$ cat src/logic/memctrl_regs_pkg.sv
// Register map, field layout, reset values and types of the controller register group
package memctrl_regs_pkg;

	// Register offsets within the register programming port
	localparam logic [11:0] CTRL_OFFSET = 12'h000;
	localparam logic [11:0] STATUS_OFFSET = 12'h004;
	localparam logic [11:0] CONFIG_OFFSET = 12'h008;

	// Field positions
	localparam int CTRL_ENABLE_BIT = 0;
	localparam int CTRL_MIRROR_BIT = 1;
	localparam int CTRL_LOWPOWER_BIT = 2;
	localparam int STAT_BUSY_BIT = 0;
	localparam int STAT_WBUF_BIT = 1;
	localparam int STAT_SREF_BIT = 2;
	localparam int CFG_ENDIAN_BIT = 0;
	localparam int CFG_RATIO_BIT = 8;

	// Reset values
	localparam logic CTRL_ENABLE_RST = 1'h1;
	localparam logic CTRL_MIRROR_RST = 1'h1;
	localparam logic CTRL_LOWPOWER_RST = 1'h0;
	localparam logic STAT_BUSY_RST = 1'h1;
	localparam logic STAT_WBUF_RST = 1'h0;
	localparam logic STAT_SREF_RST = 1'h1;
	localparam logic CFG_RATIO_RST = 1'h0;
	localparam logic CFG_ENDIAN_RST = 1'h0;

	// Strap capture waits for the two synchroniser stages
	localparam logic [1:0] STRAP_SETTLE = 2'h2;

	// Bus encodings
	localparam int HTRANS_ACTIVE_BIT = 1;
	localparam logic HRESP_OKAY = 1'h0;
	localparam logic HRESP_ERROR = 1'h1;

	// Chip select regions involved in the reset memory map
	localparam logic [2:0] CS_MIRROR_SRC = 3'h1;
	localparam logic [2:0] CS_MIRROR_A = 3'h0;
	localparam logic [2:0] CS_MIRROR_B = 3'h4;

	typedef struct packed {
		logic lowpower;
		logic mirror;
		logic enable;
	} ctrl_s;

	typedef struct packed {
		logic sref;
		logic wbuf;
		logic busy;
	} status_s;

	typedef struct packed {
		logic ratio;
		logic endian;
	} cfg_s;

	typedef enum logic [2:0] {
		PH_IDLE = 3'b000,
		PH_LAST = 3'b001,
		PH_WAIT = 3'b010,
		PH_ERR = 3'b011,
		PH_ERR_END = 3'b100
	} phase_e;

endpackage

$ cat src/logic/memctrl_global_control_status.sv
// Global control, status and configuration registers of the memory controller
// Summary of operation
// - Control bit 0 enables the controller; resets to 1 on both resets.
// - Disabled controller does no refresh; leaves it by enable write or reset.
// - Control bit 2 selects low-power, resets 0; refresh continues in low-power.
// - Low-power ends when software clears the bit or on either reset.
// - Control bit 1 reset map mirrors chip select 1 onto 0 and 4.
// - Memory accesses while low-power or disabled get an error response.
// - Register port stays fully usable in low-power or disabled state.
// - Control register writable in normal operation, zero wait states.
// - Control upper bits read undefined here zero; software writes zeros.
// - Status is read-only, zero wait states, upper bits read as zero.
// - Status bit 2 mirrors self-refresh acknowledge; resets to 1 on power-on.
// - Status bit 1 shows write buffers hold data; resets to 0.
// - Status bit 0 shows busy or self-refresh; resets to 1.
// - Configuration register accesses take exactly one wait state.
// - Configuration bit 8 selects clock ratio 1:1 (reset) or 1:2.
// - Configuration bit 0 endian; strap on power-on, writable, kept on bus reset.
`timescale 1ns/1ns
`default_nettype none

module memctrl_global_control_status
	import memctrl_regs_pkg::*;
(
	// Clock and resets
	input wire logic clock,
	input wire logic resetn,
	input wire logic power_on_reset_n,
	// Register programming port
	input wire logic hsel,
	input wire logic [31:0] haddr,
	input wire logic [1:0] htrans,
	input wire logic hwrite,
	input wire logic [2:0] hsize,
	input wire logic [31:0] hwdata,
	input wire logic hready,
	output logic hreadyout,
	output logic hresp,
	output logic [31:0] hrdata,
	// Memory side status
	input wire logic self_refresh_acknowledge,
	input wire logic write_buffer_pending,
	input wire logic controller_busy,
	input wire logic endian_strap_input,
	// Memory access gate and chip select map
	input wire logic mem_access_req,
	output logic mem_access_error,
	input wire logic [2:0] mem_cs_region,
	output logic [2:0] mem_cs_target,
	// Control outputs
	output logic controller_enable,
	output logic low_power_mode,
	output logic reset_map,
	output logic refresh_enable,
	output logic big_endian,
	output logic clock_ratio_half
);

	wire logic rst_all_n = resetn & power_on_reset_n;

	ctrl_s ctrl_q, ctrl_d;
	status_s status_q;
	logic enable_q, lowpower_q, busy_q;
	logic mirror_q, wbuf_q, sref_q;

	// Fields gathered from flops that sit in two reset domains
	assign ctrl_q = '{lowpower: lowpower_q, mirror: mirror_q, enable: enable_q};
	assign status_q = '{sref: sref_q, wbuf: wbuf_q, busy: busy_q};
	cfg_s cfg_q, cfg_d;
	phase_e ph_q, ph_d;
	logic write_q;
	logic [11:0] addr_q;
	logic [31:0] hrdata_q;
	logic strap_pend_q;
	logic [1:0] strap_cnt_q;
	logic strap_sync;

	memctrl_sync2 #(.WIDTH(1)) u_strap_sync (
		.clock(clock),
		.resetn(power_on_reset_n),
		.async_in(endian_strap_input),
		.sync_out(strap_sync)
	);

	// Address phase decode
	wire logic accept = hsel & hready & htrans[HTRANS_ACTIVE_BIT];
	wire logic [11:0] aoff = haddr[11:0];
	wire logic a_ctrl = aoff == CTRL_OFFSET;
	wire logic a_stat = aoff == STATUS_OFFSET;
	wire logic a_cfg = aoff == CONFIG_OFFSET;
	wire logic a_mapped = a_ctrl | a_stat | a_cfg;

	// Data phase decode
	wire logic do_write = (ph_q == PH_LAST) & write_q;
	wire logic w_ctrl = do_write & (addr_q == CTRL_OFFSET);
	wire logic w_cfg = do_write & (addr_q == CONFIG_OFFSET);
	wire logic strap_load = strap_pend_q & (strap_cnt_q == STRAP_SETTLE) & ~w_cfg;

	// Next state of the data phase
	always_comb begin
		ph_d = PH_IDLE;
		case (ph_q)
			PH_WAIT: ph_d = PH_LAST;
			PH_ERR: ph_d = PH_ERR_END;
			default: begin
				if (accept) begin
					if (!a_mapped) begin
						ph_d = PH_ERR;
					end else if (a_cfg) begin
						ph_d = PH_WAIT;
					end else begin
						ph_d = PH_LAST;
					end
				end
			end
		endcase
	end

	// Register next values; enable and low-power only change by write or reset
	assign ctrl_d.enable = w_ctrl ? hwdata[CTRL_ENABLE_BIT] : ctrl_q.enable;
	assign ctrl_d.mirror = w_ctrl ? hwdata[CTRL_MIRROR_BIT] : ctrl_q.mirror;
	assign ctrl_d.lowpower = w_ctrl ? hwdata[CTRL_LOWPOWER_BIT] :
		ctrl_q.lowpower;
	assign cfg_d.ratio = w_cfg ? hwdata[CFG_RATIO_BIT] : cfg_q.ratio;
	assign cfg_d.endian = w_cfg ? hwdata[CFG_ENDIAN_BIT] :
		(strap_load ? strap_sync : cfg_q.endian);

	// Control and configuration read data from next values so a read right after a write sees it
	logic [31:0] rd_word;
	always_comb begin
		rd_word = '0;
		if (a_ctrl) begin
			rd_word[CTRL_ENABLE_BIT] = ctrl_d.enable;
			rd_word[CTRL_MIRROR_BIT] = ctrl_d.mirror;
			rd_word[CTRL_LOWPOWER_BIT] = ctrl_d.lowpower;
		end else if (a_stat) begin
			rd_word[STAT_BUSY_BIT] = status_q.busy;
			rd_word[STAT_WBUF_BIT] = status_q.wbuf;
			rd_word[STAT_SREF_BIT] = status_q.sref;
		end else if (a_cfg) begin
			rd_word[CFG_ENDIAN_BIT] = cfg_d.endian;
			rd_word[CFG_RATIO_BIT] = cfg_d.ratio;
		end
	end

	// Bus state, cleared by either reset
	always_ff @(posedge clock or negedge rst_all_n) begin
		if (!rst_all_n) begin
			ph_q <= PH_IDLE;
			write_q <= 1'h0;
			addr_q <= '0;
			hrdata_q <= '0;
		end else begin
			ph_q <= ph_d;
			if (accept) begin
				write_q <= hwrite;
				addr_q <= aoff;
				hrdata_q <= hwrite ? hrdata_q : rd_word;
			end
		end
	end

	// Enable and low-power bits reset on either reset
	always_ff @(posedge clock or negedge rst_all_n) begin
		if (!rst_all_n) begin
			enable_q <= CTRL_ENABLE_RST;
			lowpower_q <= CTRL_LOWPOWER_RST;
			busy_q <= STAT_BUSY_RST;
		end else begin
			enable_q <= ctrl_d.enable;
			lowpower_q <= ctrl_d.lowpower;
			busy_q <= controller_busy | self_refresh_acknowledge;
		end
	end

	// Power-on only state
	always_ff @(posedge clock or negedge power_on_reset_n) begin
		if (!power_on_reset_n) begin
			mirror_q <= CTRL_MIRROR_RST;
			cfg_q.ratio <= CFG_RATIO_RST;
			cfg_q.endian <= CFG_ENDIAN_RST;
			wbuf_q <= STAT_WBUF_RST;
			sref_q <= STAT_SREF_RST;
			strap_pend_q <= 1'h1;
			strap_cnt_q <= '0;
		end else begin
			mirror_q <= ctrl_d.mirror;
			cfg_q <= cfg_d;
			wbuf_q <= write_buffer_pending;
			sref_q <= self_refresh_acknowledge;
			strap_pend_q <= strap_pend_q & ~strap_load & ~w_cfg;
			strap_cnt_q <= (strap_cnt_q == STRAP_SETTLE) ? strap_cnt_q : strap_cnt_q + 2'h1;
		end
	end

	// Bus answer
	assign hreadyout = (ph_q != PH_WAIT) & (ph_q != PH_ERR);
	assign hresp = ((ph_q == PH_ERR) | (ph_q == PH_ERR_END)) ? HRESP_ERROR : HRESP_OKAY;
	assign hrdata = hrdata_q;

	// Memory side controls
	wire logic mem_blocked = ~ctrl_q.enable | ctrl_q.lowpower;
	wire logic cs_mirrored = (mem_cs_region == CS_MIRROR_A) | (mem_cs_region == CS_MIRROR_B);
	assign mem_access_error = mem_access_req & mem_blocked;
	assign mem_cs_target = (ctrl_q.mirror & cs_mirrored) ? CS_MIRROR_SRC :
		mem_cs_region;
	assign refresh_enable = ctrl_q.enable;
	assign controller_enable = ctrl_q.enable;
	assign low_power_mode = ctrl_q.lowpower;
	assign reset_map = ctrl_q.mirror;
	assign big_endian = cfg_q.endian;
	assign clock_ratio_half = cfg_q.ratio;
endmodule

`default_nettype wire

$ cat src/logic/memctrl_sync2.sv
// Two-stage synchroniser for inputs from outside the bus clock domain
`timescale 1ns/1ns
`default_nettype none

module memctrl_sync2 #(
	parameter int WIDTH = 1
) (
	// Clock and reset
	input wire logic clock,
	input wire logic resetn,
	// Data
	input wire logic [WIDTH-1:0] async_in,
	output logic [WIDTH-1:0] sync_out
);

	logic [WIDTH-1:0] meta_q;
	logic [WIDTH-1:0] sync_q;

	always_ff @(posedge clock or negedge resetn) begin
		if (!resetn) begin
			meta_q <= '0;
			sync_q <= '0;
		end else begin
			meta_q <= async_in;
			sync_q <= meta_q;
		end
	end

	assign sync_out = sync_q;

endmodule

`default_nettype wire

$ cat config.mk
export PLATFORM = sky130hd
export DESIGN_NAME = memctrl_global_control_status
export DESIGN_NICKNAME = d
export VERILOG_FILES = /design/src/logic/memctrl_regs_pkg.sv /design/src/logic/memctrl_global_control_status.sv /design/src/logic/memctrl_sync2.sv
export SDC_FILE = /design/constraint.sdc
export NUM_CORES = 1
export LEC_CHECK = 0
export ABC_CLOCK_PERIOD_IN_PS = 2000
export BUFFER_PORTS_ARGS = -buffer_cell sky130_fd_sc_hd__clkbuf_2
export CORE_MARGIN = 5
export CORE_UTILIZATION = 39
export DETAILED_ROUTE_END_ITERATION = 10
export MAX_ROUTING_LAYER = met4
export PLACE_DENSITY = 0.89
export SLEW_MARGIN = 20
export SYNTH_ARGS = -nofsm -noshare
export SYNTH_HDL_FRONTEND = slang
export SYNTH_HIERARCHICAL = 1
export SYNTH_SLANG_ARGS = --single-unit
export TNS_END_PERCENT = 100
$ cat constraint.sdc
create_clock -name clock -period 2 [get_ports clock]
set_input_delay 0.2 -clock clock [delete_from_list [all_inputs] [get_ports clock]]
set_output_delay 0.2 -clock clock [all_outputs]
set_load 0.005 [all_outputs]
==> impl_metrics.csv, run 1 <==
group,metric,value,unit
drt,detail-route-antenna-nets,0,
flow_run,drv_cap,0,
global_route,grt_pass1_vias,1106,
drt,drc_errors,0,
worst_setup_path,reg2reg_to,"hrdata[0]",
status,status,"complete, no violations",
yosys,synth_area,1630,µm²
yosys,netlist_top_cells_count,"buf_4 (29), dfrtp_1 (28), mux2_2 (16), nand2_1 (7), o21ai_0 (6)",
clock_network,clockRootBuffer,"clkbuf_8",
yosys,async_flop_share,100,%
drt,drt-total-wl,3.18,mm
layout,area_growth,19.5,%
worst_hold_path,hold_path_class,"in2reg",
global_route,grt_max_degree,24,
yosys,yosysSeqAreaShare,50.9,%
worst_setup_path,ff2ff_setup_slack,0.27,ns
yosys,synth_edf_count,0,
timing,min_period,1.73,ns
die,io_pins,127,
die,core_area,4030,µm²
layout,antenna_cells,0,
clock_network,clk_pin_slew_worst_paths,0.07,ns
timing,period_share,86.7,%
yosys,synth_ff_type,"dfrtp_1",
timing,rsz0062_at_grt,"false",
layout,fin_area,1950,µm²
die,die_x,74.7,µm
yosys,synth.largest_area_cell,"dfrtp_1",
timing,tns,0,ns
timing,setup_viol,0,
clock_network,clkLatencyLatePin,0.29,ns
power_and_ir_drop,ir_drop,0.450,mV
layout,final_cells,242,
clock_network,post-cts-setup-buffer-count,0,
timing,fin_skew,0.00841,ns
global_route,grt.busiest_layer,"met2",
global_route,grt_antenna_before_repair,0,
yosys,synth_top_area_share,42.9,%
clock_network,cts_tree,"built",
worst_setup_path,criticalPathCategory,"reg2reg",
worst_hold_path,holdPathEnd,"u_strap_sync/meta_q",
drt,num_vias,1105,
worst_setup_path,critPathArrivalTime,1.91,ns
global_route,grt_use_met3,5.74,%
clock_network,htreeDepth,2,
power_and_ir_drop,powerDensity,829,nW/µm²
die,dieArea,5580,µm²
timing,whs,0.0179,ns
die,start_util,40.6,%
worst_hold_path,worstHoldPathCells,1,
yosys,synth_area_leaders,"dfrtp_1 (43%), buf_4 (13%), mux2_2 (11%), dfstp_2 (8.0%), mux2i_1 (2.5%)",
place,dp_hpwl,2.56,mm
worst_setup_path,critical_path_required,2.18,ns
drt,first_pass_iters,4,
layout,drive_above_1_share,43.2,%
clock_network,cts.sinks,33,
place,dpl_cell_area,1810,µm²
worst_setup_path,r2r_start,"ph_q[1]",
power_and_ir_drop,p_total,1.62,mW
yosys,synth_most_common_cell,"buf_4",
global_route,grt_pass1_wl,4.99,mm
yosys,ys_warn_count,6,
drt,via_per_inst,4.57,
yosys,synth_cell_types,36,
worst_setup_path,reg2regPathDepth,5,
place,placed_cells,231,
yosys,avgSynthCellArea,11.8,µm²
timing,slew_viol_final,0,
worst_setup_path,cp-start-kind,"flop",
layout,fin_nets,275,
place,place_congestion,0.706,
drt,drt_iter0_markers,64,
yosys,synth_seq_cells,33,
place,portBuffers,46,
clock_network,clock_path_buffers,2,
worst_setup_path,path_max_fanout,3,
yosys,netlist_instances,138,
clock_network,cts_buffers,5,
die,dieHeight,74.7,µm
timing,fmax,0.577,GHz
global_route,met1_usage,13.5,%
global_route,use_met2,20.3,%
global_route,grt_usage,12.6,%
timing,finalHoldViolations,0,
drt,wire_per_inst,13.1,µm
global_route,gr-total-overflow,0,
die,core.rowCount,23,
power_and_ir_drop,leakagePower,0.982,nW
worst_setup_path,end_kind,"flop",
worst_hold_path,min_from,"endian_strap_input",
-- cells in the final DEF (no fill, tap or decap), types with 3 or more instances in the layout --
cell / Yosys / final
clkbuf_2: 0 / 46
conb_1: 1 / 28
dfrtp_1: 28 / 28
mux2_2: 16 / 16
nand2_1: 7 / 7
o21ai_0: 6 / 6
clkbuf_8: 0 / 6
dfstp_2: 5 / 5
inv_1: 4 / 4
mux2i_1: 4 / 4
nand2b_1: 4 / 4
nor4_1: 3 / 3
dlygate4sd3_1: 0 / 3
-- worst max-delay path, cell delays in order, from the launching register on --
cell	delay [ns]
dfrtp_1	0.40
nor4b_2	0.34
nand4_1	0.25
mux2i_1	0.20
a221o_1	0.33
o311a_1	0.12
-- sequential cells by signal (all words and copies together) (netlist names) --
signal	flops
clock_ratio_half	1
strap_pend_q	1
hrdata	4
big_endian	1
u_strap_sync/meta_q	1
busy_q	1
reset_map	1
write_q	1
controller_enable	1
strap_cnt_q	2
ph_q	3
u_strap_sync/sync_out	1
sref_q	1
addr_q	12
low_power_mode	1
wbuf_q	1
-- metrics by stage --
step	util, %	setup WS, ns
2_1_floorplan	-	0.449
3_3_place_gp	44.8	0.270
3_5_place_dp	44.8	0.255
4_1_cts	48.2	0.251
5_1_grt	48.5	0.181
6_report	48.5	0.267
-- what timing repair did --
item | in CTS | in global routing
resized for setup | 0 | 0
hold endpoints to repair | 22 | 1
hold buffers | 2 | 1
-- cells by family after synthesis --
logic type / Yosys count / synth area share (%)
adders and majority gates: 1 / 0.766
muxes: 20 / 13.5
buffers and inverters: 36 / 15.4
DFF: 33 / 50.9
AOI/OAI and AO/OA: 10 / 3.98
xor gates and xnor gates: 1 / 0.536
other: 1 / 0.229
and+or+nand+nor: 36 / 14.7
-- final cells by class --
| class | count | area (µm²) |
|---|---|---|
| multi-input cells | 96 | 652 |
| fillers | 355 | 2080 |
| flip-flops and latches | 33 | 832 |
| repair buffers | 51 | 275 |
| clock buffers | 7 | 86.3 |
| well taps | 50 | 62.6 |
| inverters | 4 | 15.0 |
| clock inverters | 1 | 30.0 |
-- layer usage --
layer | vias up | routed length, µm
met5 | - | 0
met4 | 0 | 58
met3 | 6 | 287
met2 | 46 | 1650
met1 | 533 | 1180
li1 | 520 | -
-- worst max path at each step --
stage / slack, ns / end / startpoint / cells after the start
after floorplan: 0.45 / hrdata[0] / ph_q[1] / 5
after global placement: 0.27 / hrdata[0] / addr_q[5] / 5
after detailed placement: 0.25 / hrdata[0] / ph_q[1] / 5
after CTS: 0.25 / hrdata[0] / ph_q[1] / 5
after global routing: 0.18 / hrdata[2] / addr_q[5] / 5
final: 0.27 / hrdata[0] / ph_q[1] / 5
-- report_power, final --
group / switching, mW / total [mW] / internal, mW / leakage (nW)
clock: 0.238 / 0.644 / 0.406 / 0.0585
sequential: 0.0445 / 0.784 / 0.739 / 0.401
combinational: 0.0854 / 0.191 / 0.105 / 0.523
total: 0.368 / 1.62 / 1.25 / 0.982
No activity file was read; power rests on OpenSTA's default activity.
==> inputs of run 2 (changes only) <==
--- a/config.mk
+++ b/config.mk
@@ -7,11 +7,13 @@
 export LEC_CHECK = 0
 export ABC_CLOCK_PERIOD_IN_PS = 2000
 export BUFFER_PORTS_ARGS = -buffer_cell sky130_fd_sc_hd__clkbuf_2
+export CELL_PAD_IN_SITES_DETAIL_PLACEMENT = 0
+export CELL_PAD_IN_SITES_GLOBAL_PLACEMENT = 2
 export CORE_MARGIN = 5
-export CORE_UTILIZATION = 39
+export CORE_UTILIZATION = 21
 export DETAILED_ROUTE_END_ITERATION = 10
 export MAX_ROUTING_LAYER = met4
-export PLACE_DENSITY = 0.89
+export PLACE_DENSITY = 0.87
 export SLEW_MARGIN = 20
 export SYNTH_ARGS = -nofsm -noshare
 export SYNTH_HDL_FRONTEND = slang
==> run 2 against run 1 <==
Against the previous run:
- count of clock-buffer cells in the layout increased by 1
- total power decreased by 11%
- wire length increased by 6.7%
- critical endpoint unchanged
==> impl_metrics.csv, run 2 (synthesis gave the netlist of run 1 again) <==
group,metric,value,unit
power_and_ir_drop,power_switching,0.355,mW
drt,via_per_inst,3.61,
layout,regMostFlops,"addr_q",
power_and_ir_drop,internal_power,1.09,mW
timing,period_share,87.0,%
power_and_ir_drop,clockPowerShare,32.9,%
timing,setup_viol,0,
timing,min_period,1.74,ns
timing,finalHoldViolations,0,
place,dp_hpwl,2.78,mm
place,dpl_worst_slack,0.241,ns
layout,area_growth,20.7,%
worst_setup_path,cpPeakStageDelay,0.40,ns
clock_network,clk_pin_slew_worst_paths,0.06,ns
drt,wire_per_inst,11.6,µm
global_route,grt_pass1_wl,5.27,mm
worst_setup_path,slowest_stage,"dfrtp_1",
clock_network,clkLatencyLatePin,0.28,ns
worst_setup_path,cpLargestDelayFamily,"simple AND/OR/NAND/NOR gates",
power_and_ir_drop,leakagePower,0.959,nW
layout,largest_reg_flops,12,
die,core_area,7650,µm²
drt,num_vias,1058,
clock_network,cts_tree,"built",
status,status,"complete, no violations",
timing,setup_ws,0.259,ns
drt,detail-route-antenna-nets,0,
drt,first_pass_iters,4,
worst_setup_path,worstPathCellList,"nor4b_2 -> nand4_1 -> mux2i_1 -> a221o_1 -> o311a_1",
die,dieArea,9650,µm²
layout,drive_above_1_share,42.4,%
clock_network,post-cts-setup-buffer-count,0,
layout,fin_util,25.8,%
die,die_x,98.2,µm
die,start_util,21.4,%
timing,tns,0,ns
worst_setup_path,critPathArrivalTime,1.91,ns
timing,rsz0062_at_grt,"false",
global_route,grt_pass1_vias,1073,
clock_network,postCtsHoldBufs,2,
layout,fillers,815,
layout,antenna_cells,0,
timing,fmax,0.574,GHz
flow_run,drv_cap,0,
global_route,grt_usage,7.27,%
die,dieHeight,98.2,µm
clock_network,cts-resized-gates,0,
worst_setup_path,r2r_start,"ph_q[1]",
drt,drc_errors,0,
worst_setup_path,worstSetupStartpoint,"ph_q[1]",
clock_network,clock_path_buffers,2,
worst_setup_path,end_kind,"flop",
place,place_congestion,0.704,
global_route,gr-total-overflow,0,
clock_network,clockRootBuffer,"clkbuf_8",
die,core.rowCount,32,
power_and_ir_drop,swShare,24.6,%
power_and_ir_drop,p_seq_share,54.1,%
worst_setup_path,path_max_fanout,3,
drt,drt-total-wl,3.39,mm
power_and_ir_drop,pwr-share-comb,13.0,%
worst_setup_path,critical_path_required,2.17,ns
worst_setup_path,cp-start-kind,"flop",
layout,mostFrequentLayoutCells,"clkbuf_2 (46), conb_1 (28), dfrtp_1 (28), mux2_2 (16), nand2_1 (7)",
place,portBuffers,46,
die,io_pins,127,
global_route,grt_max_degree,24,
worst_hold_path,hold_path_class,"in2async",
worst_setup_path,criticalPathCategory,"reg2reg",
clock_network,cts_buffers,5,
worst_setup_path,path_buf_inv,0,
clock_network,htreeDepth,2,
timing,slew_viol_final,0,
timing,fin_skew,0.00452,ns
global_route,grt_antenna_before_repair,0,
power_and_ir_drop,ir_drop,0.187,mV
layout,final_common_cell,"clkbuf_2",
layout,fin_nets,274,
drt,drt_iter0_markers,23,
clock_network,cts.sinks,33,
power_and_ir_drop,powerDensity,733,nW/µm²
run 2: changes by cell type in the layout (fill, tap and decap cells not counted):
cell           delta
clkbuf_1          +2
dlygate4sd3_1     -1
clkbuf_8          -1
bufinv_16         -1
run 2: final cells by class:
cell class / count / area, µm² / area share (%)
inverter: 4 / 15.0 / 0.761
clock buffer: 8 / 80.1 / 4.06
timing repair buffer: 50 / 265 / 13.5
sequential: 33 / 832 / 42.2
multi-input combinational: 96 / 652 / 33.1
tap: 102 / 128 / 6.47
run 2: metal layers:
layer / vias up / routed length (µm) / GRT usage [%] / share of wire (%)
met5: - / 0 / - / 0
met4: 0 / 67 / 3.47 / 2.0
met3: 6 / 260 / 2.86 / 7.7
met2: 38 / 1590 / 10.7 / 47
met1: 492 / 1470 / 8.72 / 43
li1: 522 / - / - / -
run 2: final timing paths:
path / endpoint / slack (ns) / depth (start not counted)
worst max register to register: hrdata[0] / 0.26 / 5
worst max-delay path: hrdata[0] / 0.26 / 5
worst min-delay path: addr_q[11] / 0.02 / 3
worst min register to register: u_strap_sync/sync_out / 0.35 / 0
min in group clock: wbuf_q / 0.03 / 1
max in group asynchronous: busy_q / 0.94 / 4
run 2: power groups by stage:
stage	Combinational (mW)	Sequential, mW	Clock (mW)
5_1_grt	0.213	0.789	0.515
3_3_place_gp	0.183	0.791	0
3_5_place_dp	0.188	0.793	0
2_1_floorplan	0.153	0.784	0
4_1_cts	0.192	0.781	0.490
6_report	0.189	0.781	0.476
run 2: per-stage QoR:
| step | cell area, µm² | std cells | hold WS [ns] | power, mW |
|---|---|---|---|---|
| after global placement | 1870 | 283 | 0.0786 | 0.974 |
| after CTS | 1970 | 293 | 0.0169 | 1.46 |
| after detailed placement | 1870 | 283 | 0.0818 | 0.982 |
| after global routing | 1970 | 293 | 0.0180 | 1.52 |
| after floorplan | 1740 | 165 | -0.0956 | 0.937 |
| final | 1970 | 293 | 0.0209 | 1.45 |
run 2: worst register-to-register path, delay by kind of cell, from the launching register on:
family / cells / cell delay (ns)
AO/OA/AOI/OAI: 2 / 0.45
flip-flops: 1 / 0.40
multiplexers: 1 / 0.21
AND/OR/NAND/NOR: 2 / 0.57
==> inputs of run 3 (changes only) <==
--- a/config.mk
+++ b/config.mk
@@ -5,6 +5,7 @@
 export SDC_FILE = /design/constraint.sdc
 export NUM_CORES = 1
 export LEC_CHECK = 0
+export ABC_AREA = 1
 export ABC_CLOCK_PERIOD_IN_PS = 2000
 export BUFFER_PORTS_ARGS = -buffer_cell sky130_fd_sc_hd__clkbuf_2
 export CELL_PAD_IN_SITES_DETAIL_PLACEMENT = 0
@@ -13,7 +14,7 @@
 export CORE_UTILIZATION = 21
 export DETAILED_ROUTE_END_ITERATION = 10
 export MAX_ROUTING_LAYER = met4
-export PLACE_DENSITY = 0.87
+export PLACE_DENSITY = 0.9
 export SLEW_MARGIN = 20
 export SYNTH_ARGS = -nofsm -noshare
 export SYNTH_HDL_FRONTEND = slang
==> run 3 against run 2 <==
Against the previous run:
- non-clock buffer count is the same
- die area up 9.1%
- register-to-register slack improved by 0.41 ns
- setup slack improved by 0.24 ns
- largest cell class unchanged
- synthesized area up 10%
- maximum frequency is 16% higher
- combinational power grew 73%
- via count up 33%
- clock skew is 0.00062 ns lower
- sequential power is 5.6% higher
- largest power group unchanged
- wire length is 20% higher
- final area is 9.5% higher
==> impl_metrics.csv, run 3 <==
group,metric,value,unit
status,status,"complete, no violations",
global_route,grt_usage,8.21,%
power_and_ir_drop,ir_drop,0.220,mV
worst_setup_path,slowest_stage,"dfrtp_1",
die,die_x,103,µm
clock_network,clockRootBuffer,"clkbuf_8",
yosys,synth_area_leaders,"dfrtp_1 (39%), buf_4 (12%), nand2_1 (11%), dfstp_2 (7.3%), nand2_2 (4.2%)",
layout,mostFrequentLayoutCells,"nand2_1 (55), clkbuf_2 (46), conb_1 (28), dfrtp_1 (28)",
worst_setup_path,path_max_fanout,4,
timing,finalHoldViolations,0,
clock_network,cts.sinks,33,
clock_network,cts_buffers,5,
place,dpl_worst_slack,0.671,ns
worst_setup_path,worstPathCellList,"inv_1 -> nor2_1 -> inv_1 -> o21ai_0 -> clkbuf_2",
layout,final_common_cell,"nand2_1",
yosys,ys_warn_count,6,
yosys,netlist_top_cells_count,"nand2_1 (55), buf_4 (29), dfrtp_1 (28), inv_1 (16), nor2_1 (16)",
layout,drive_above_1_share,33.5,%
yosys,async_flop_share,100,%
timing,period_share,75.3,%
global_route,grt_antenna_before_repair,0,
yosys,synth_top_area_share,38.9,%
yosys,synth_cell_types,29,
timing,slew_viol_final,0,
yosys,synth.largest_area_cell,"dfrtp_1",
worst_hold_path,hold_path_class,"in2reg",
place,placed_cells,364,
yosys,synth_most_common_cell,"nand2_1",
place,place_congestion,0.754,
worst_setup_path,cpPeakStageDelay,0.39,ns
timing,tns,0,ns
place,portBuffers,46,
timing,fin_skew,0.00390,ns
timing,whs,0.00971,ns
yosys,synth_ff_type,"dfrtp_1",
drt,detail-route-antenna-nets,0,
yosys,synth_seq_cells,33,
timing,setup_viol,0,
yosys,synth_area,1800,µm²
timing,fmax,0.664,GHz
worst_setup_path,cpLargestDelayFamily,"flip-flops",
yosys,avgSynthCellArea,8.34,µm²
die,core_area,8300,µm²
timing,setup_ws,0.495,ns
layout,largest_reg_flops,12,
drt,via_per_inst,3.77,
timing,min_period,1.51,ns
drt,drt_iter0_markers,48,
worst_setup_path,end_kind,"primary output",
die,io_pins,127,
layout,fin_nets,352,
power_and_ir_drop,leakagePower,1.14,nW
clock_network,cts_tree,"built",
drt,first_pass_iters,4,
clock_network,htreeDepth,2,
worst_setup_path,path_buf_inv,3,
die,dieArea,10500,µm²
yosys,netlist_instances,216,
layout,area_growth,19.9,%
clock_network,cts-resized-gates,0,
worst_setup_path,cp-start-kind,"flop",
global_route,grt_max_degree,24,
layout,antenna_cells,0,
drt,wire_per_inst,10.9,µm
flow_run,drv_cap,0,
worst_setup_path,timing.critical_path.mode_cell,"inv_1",
power_and_ir_drop,powerDensity,776,nW/µm²
drt,num_vias,1411,
yosys,synth_edf_count,0,
place,dp_hpwl,3.24,mm
drt,drt-total-wl,4.06,mm
clock_network,clkLatencyLatePin,0.28,ns
worst_setup_path,criticalPathCategory,"reg2out",
worst_setup_path,critPathArrivalTime,1.31,ns
clock_network,clk_pin_slew_worst_paths,0.07,ns
die,dieHeight,103,µm
layout,final_cells,374,
die,start_util,21.7,%
global_route,grt_pass1_wl,6.46,mm
yosys,yosysSeqAreaShare,46.2,%
clock_network,clock_path_buffers,2,
global_route,gr-total-overflow,0,
timing,rsz0062_at_grt,"false",
global_route,grt_pass1_vias,1374,
die,core.rowCount,33,
worst_setup_path,critical_path_required,1.80,ns
drt,drc_errors,0,
layout,regMostFlops,"addr_q",
## run 3: changes by cell type in the layout (fill, tap and decap cells not counted), moves of 9 or more
cell,previous run,this run
inv_1,4,16
mux2_2,16,0
nand2_1,7,55
nand2_2,0,12
nand3_1,1,13
nor2_1,2,16
nor2_2,0,9
## run 3: stage by stage
stage	instance area, µm²	power (mW)	utilization (%)
2_1_floorplan	1900	1.07	-
3_3_place_gp	2050	1.16	24.7
3_5_place_dp	2050	1.17	24.7
4_1_cts	2160	1.70	26.0
5_1_grt	2160	1.78	26.0
6_report	2160	1.67	26.0
## run 3: cell families (layout without fill, tap and decap cells)
kind of cell | count (synthesis) | in the layout | share of synthesized area [%]
DFF | 33 | 33 | 46.2
other | 1 | 28 | 0.208
adders and majority gates | 1 | 1 | 0.695
buffers and inverters | 51 | 77 | 16.7
AOI/OAI and AO/OA | 13 | 13 | 4.24
xor gates and xnor gates | 1 | 1 | 0.487
and+or+nand+nor | 116 | 116 | 31.4
## run 3: per-layer routing
metal  track usage (%)  routed length [µm]  share of wire [%]  vias to the layer above
met1              11.6                1980                 49                      633
met3              2.57                 411                 10                        7
li1                  -                   -                  -                      714
met4              2.72                  57                1.4                        0
met5                 -                   0                  0                        -
met2              11.0                1610                 40                       57
## run 3: repair_timing
action / CTS / global route
hold buffers: 2 / 0
hold endpoints to repair: 28 / 0
endpoints found under the setup margin: 0 / 0
setup buffers: 0 / 0
## run 3: worst paths after layout
kind / startpoint / endpoint / slack [ns] / depth (start not counted)
max: ph_q[1] / hresp / 0.49 / 5
min: self_refresh_acknowledge / sref_q / 0.01 / 1
max reg2reg: strap_cnt_q[0] / hrdata[0] / 0.67 / 11
min reg2reg: u_strap_sync/meta_q / u_strap_sync/sync_out / 0.36 / 0
max in group asynchronous: power_on_reset_n / controller_enable / 0.95 / 5
min in group asynchronous: power_on_reset_n / strap_cnt_q[0] / 0.32 / 2
## run 3: area by class of cell
class | count | area, µm²
Sequential cell | 33 | 832
Inverter | 19 | 71.3
Timing Repair Buffer | 50 | 265
Multi-Input combinational cell | 159 | 768
Fill cell | 942 | 6140
Clock buffer | 8 | 90.1
Tap cell | 105 | 131
## run 3: power by group
part           switching, mW  total, mW  internal, mW
Combinational          0.190      0.327         0.136
Clock                  0.242      0.522         0.281
Sequential            0.0596      0.825         0.765
Total                  0.492       1.67          1.18
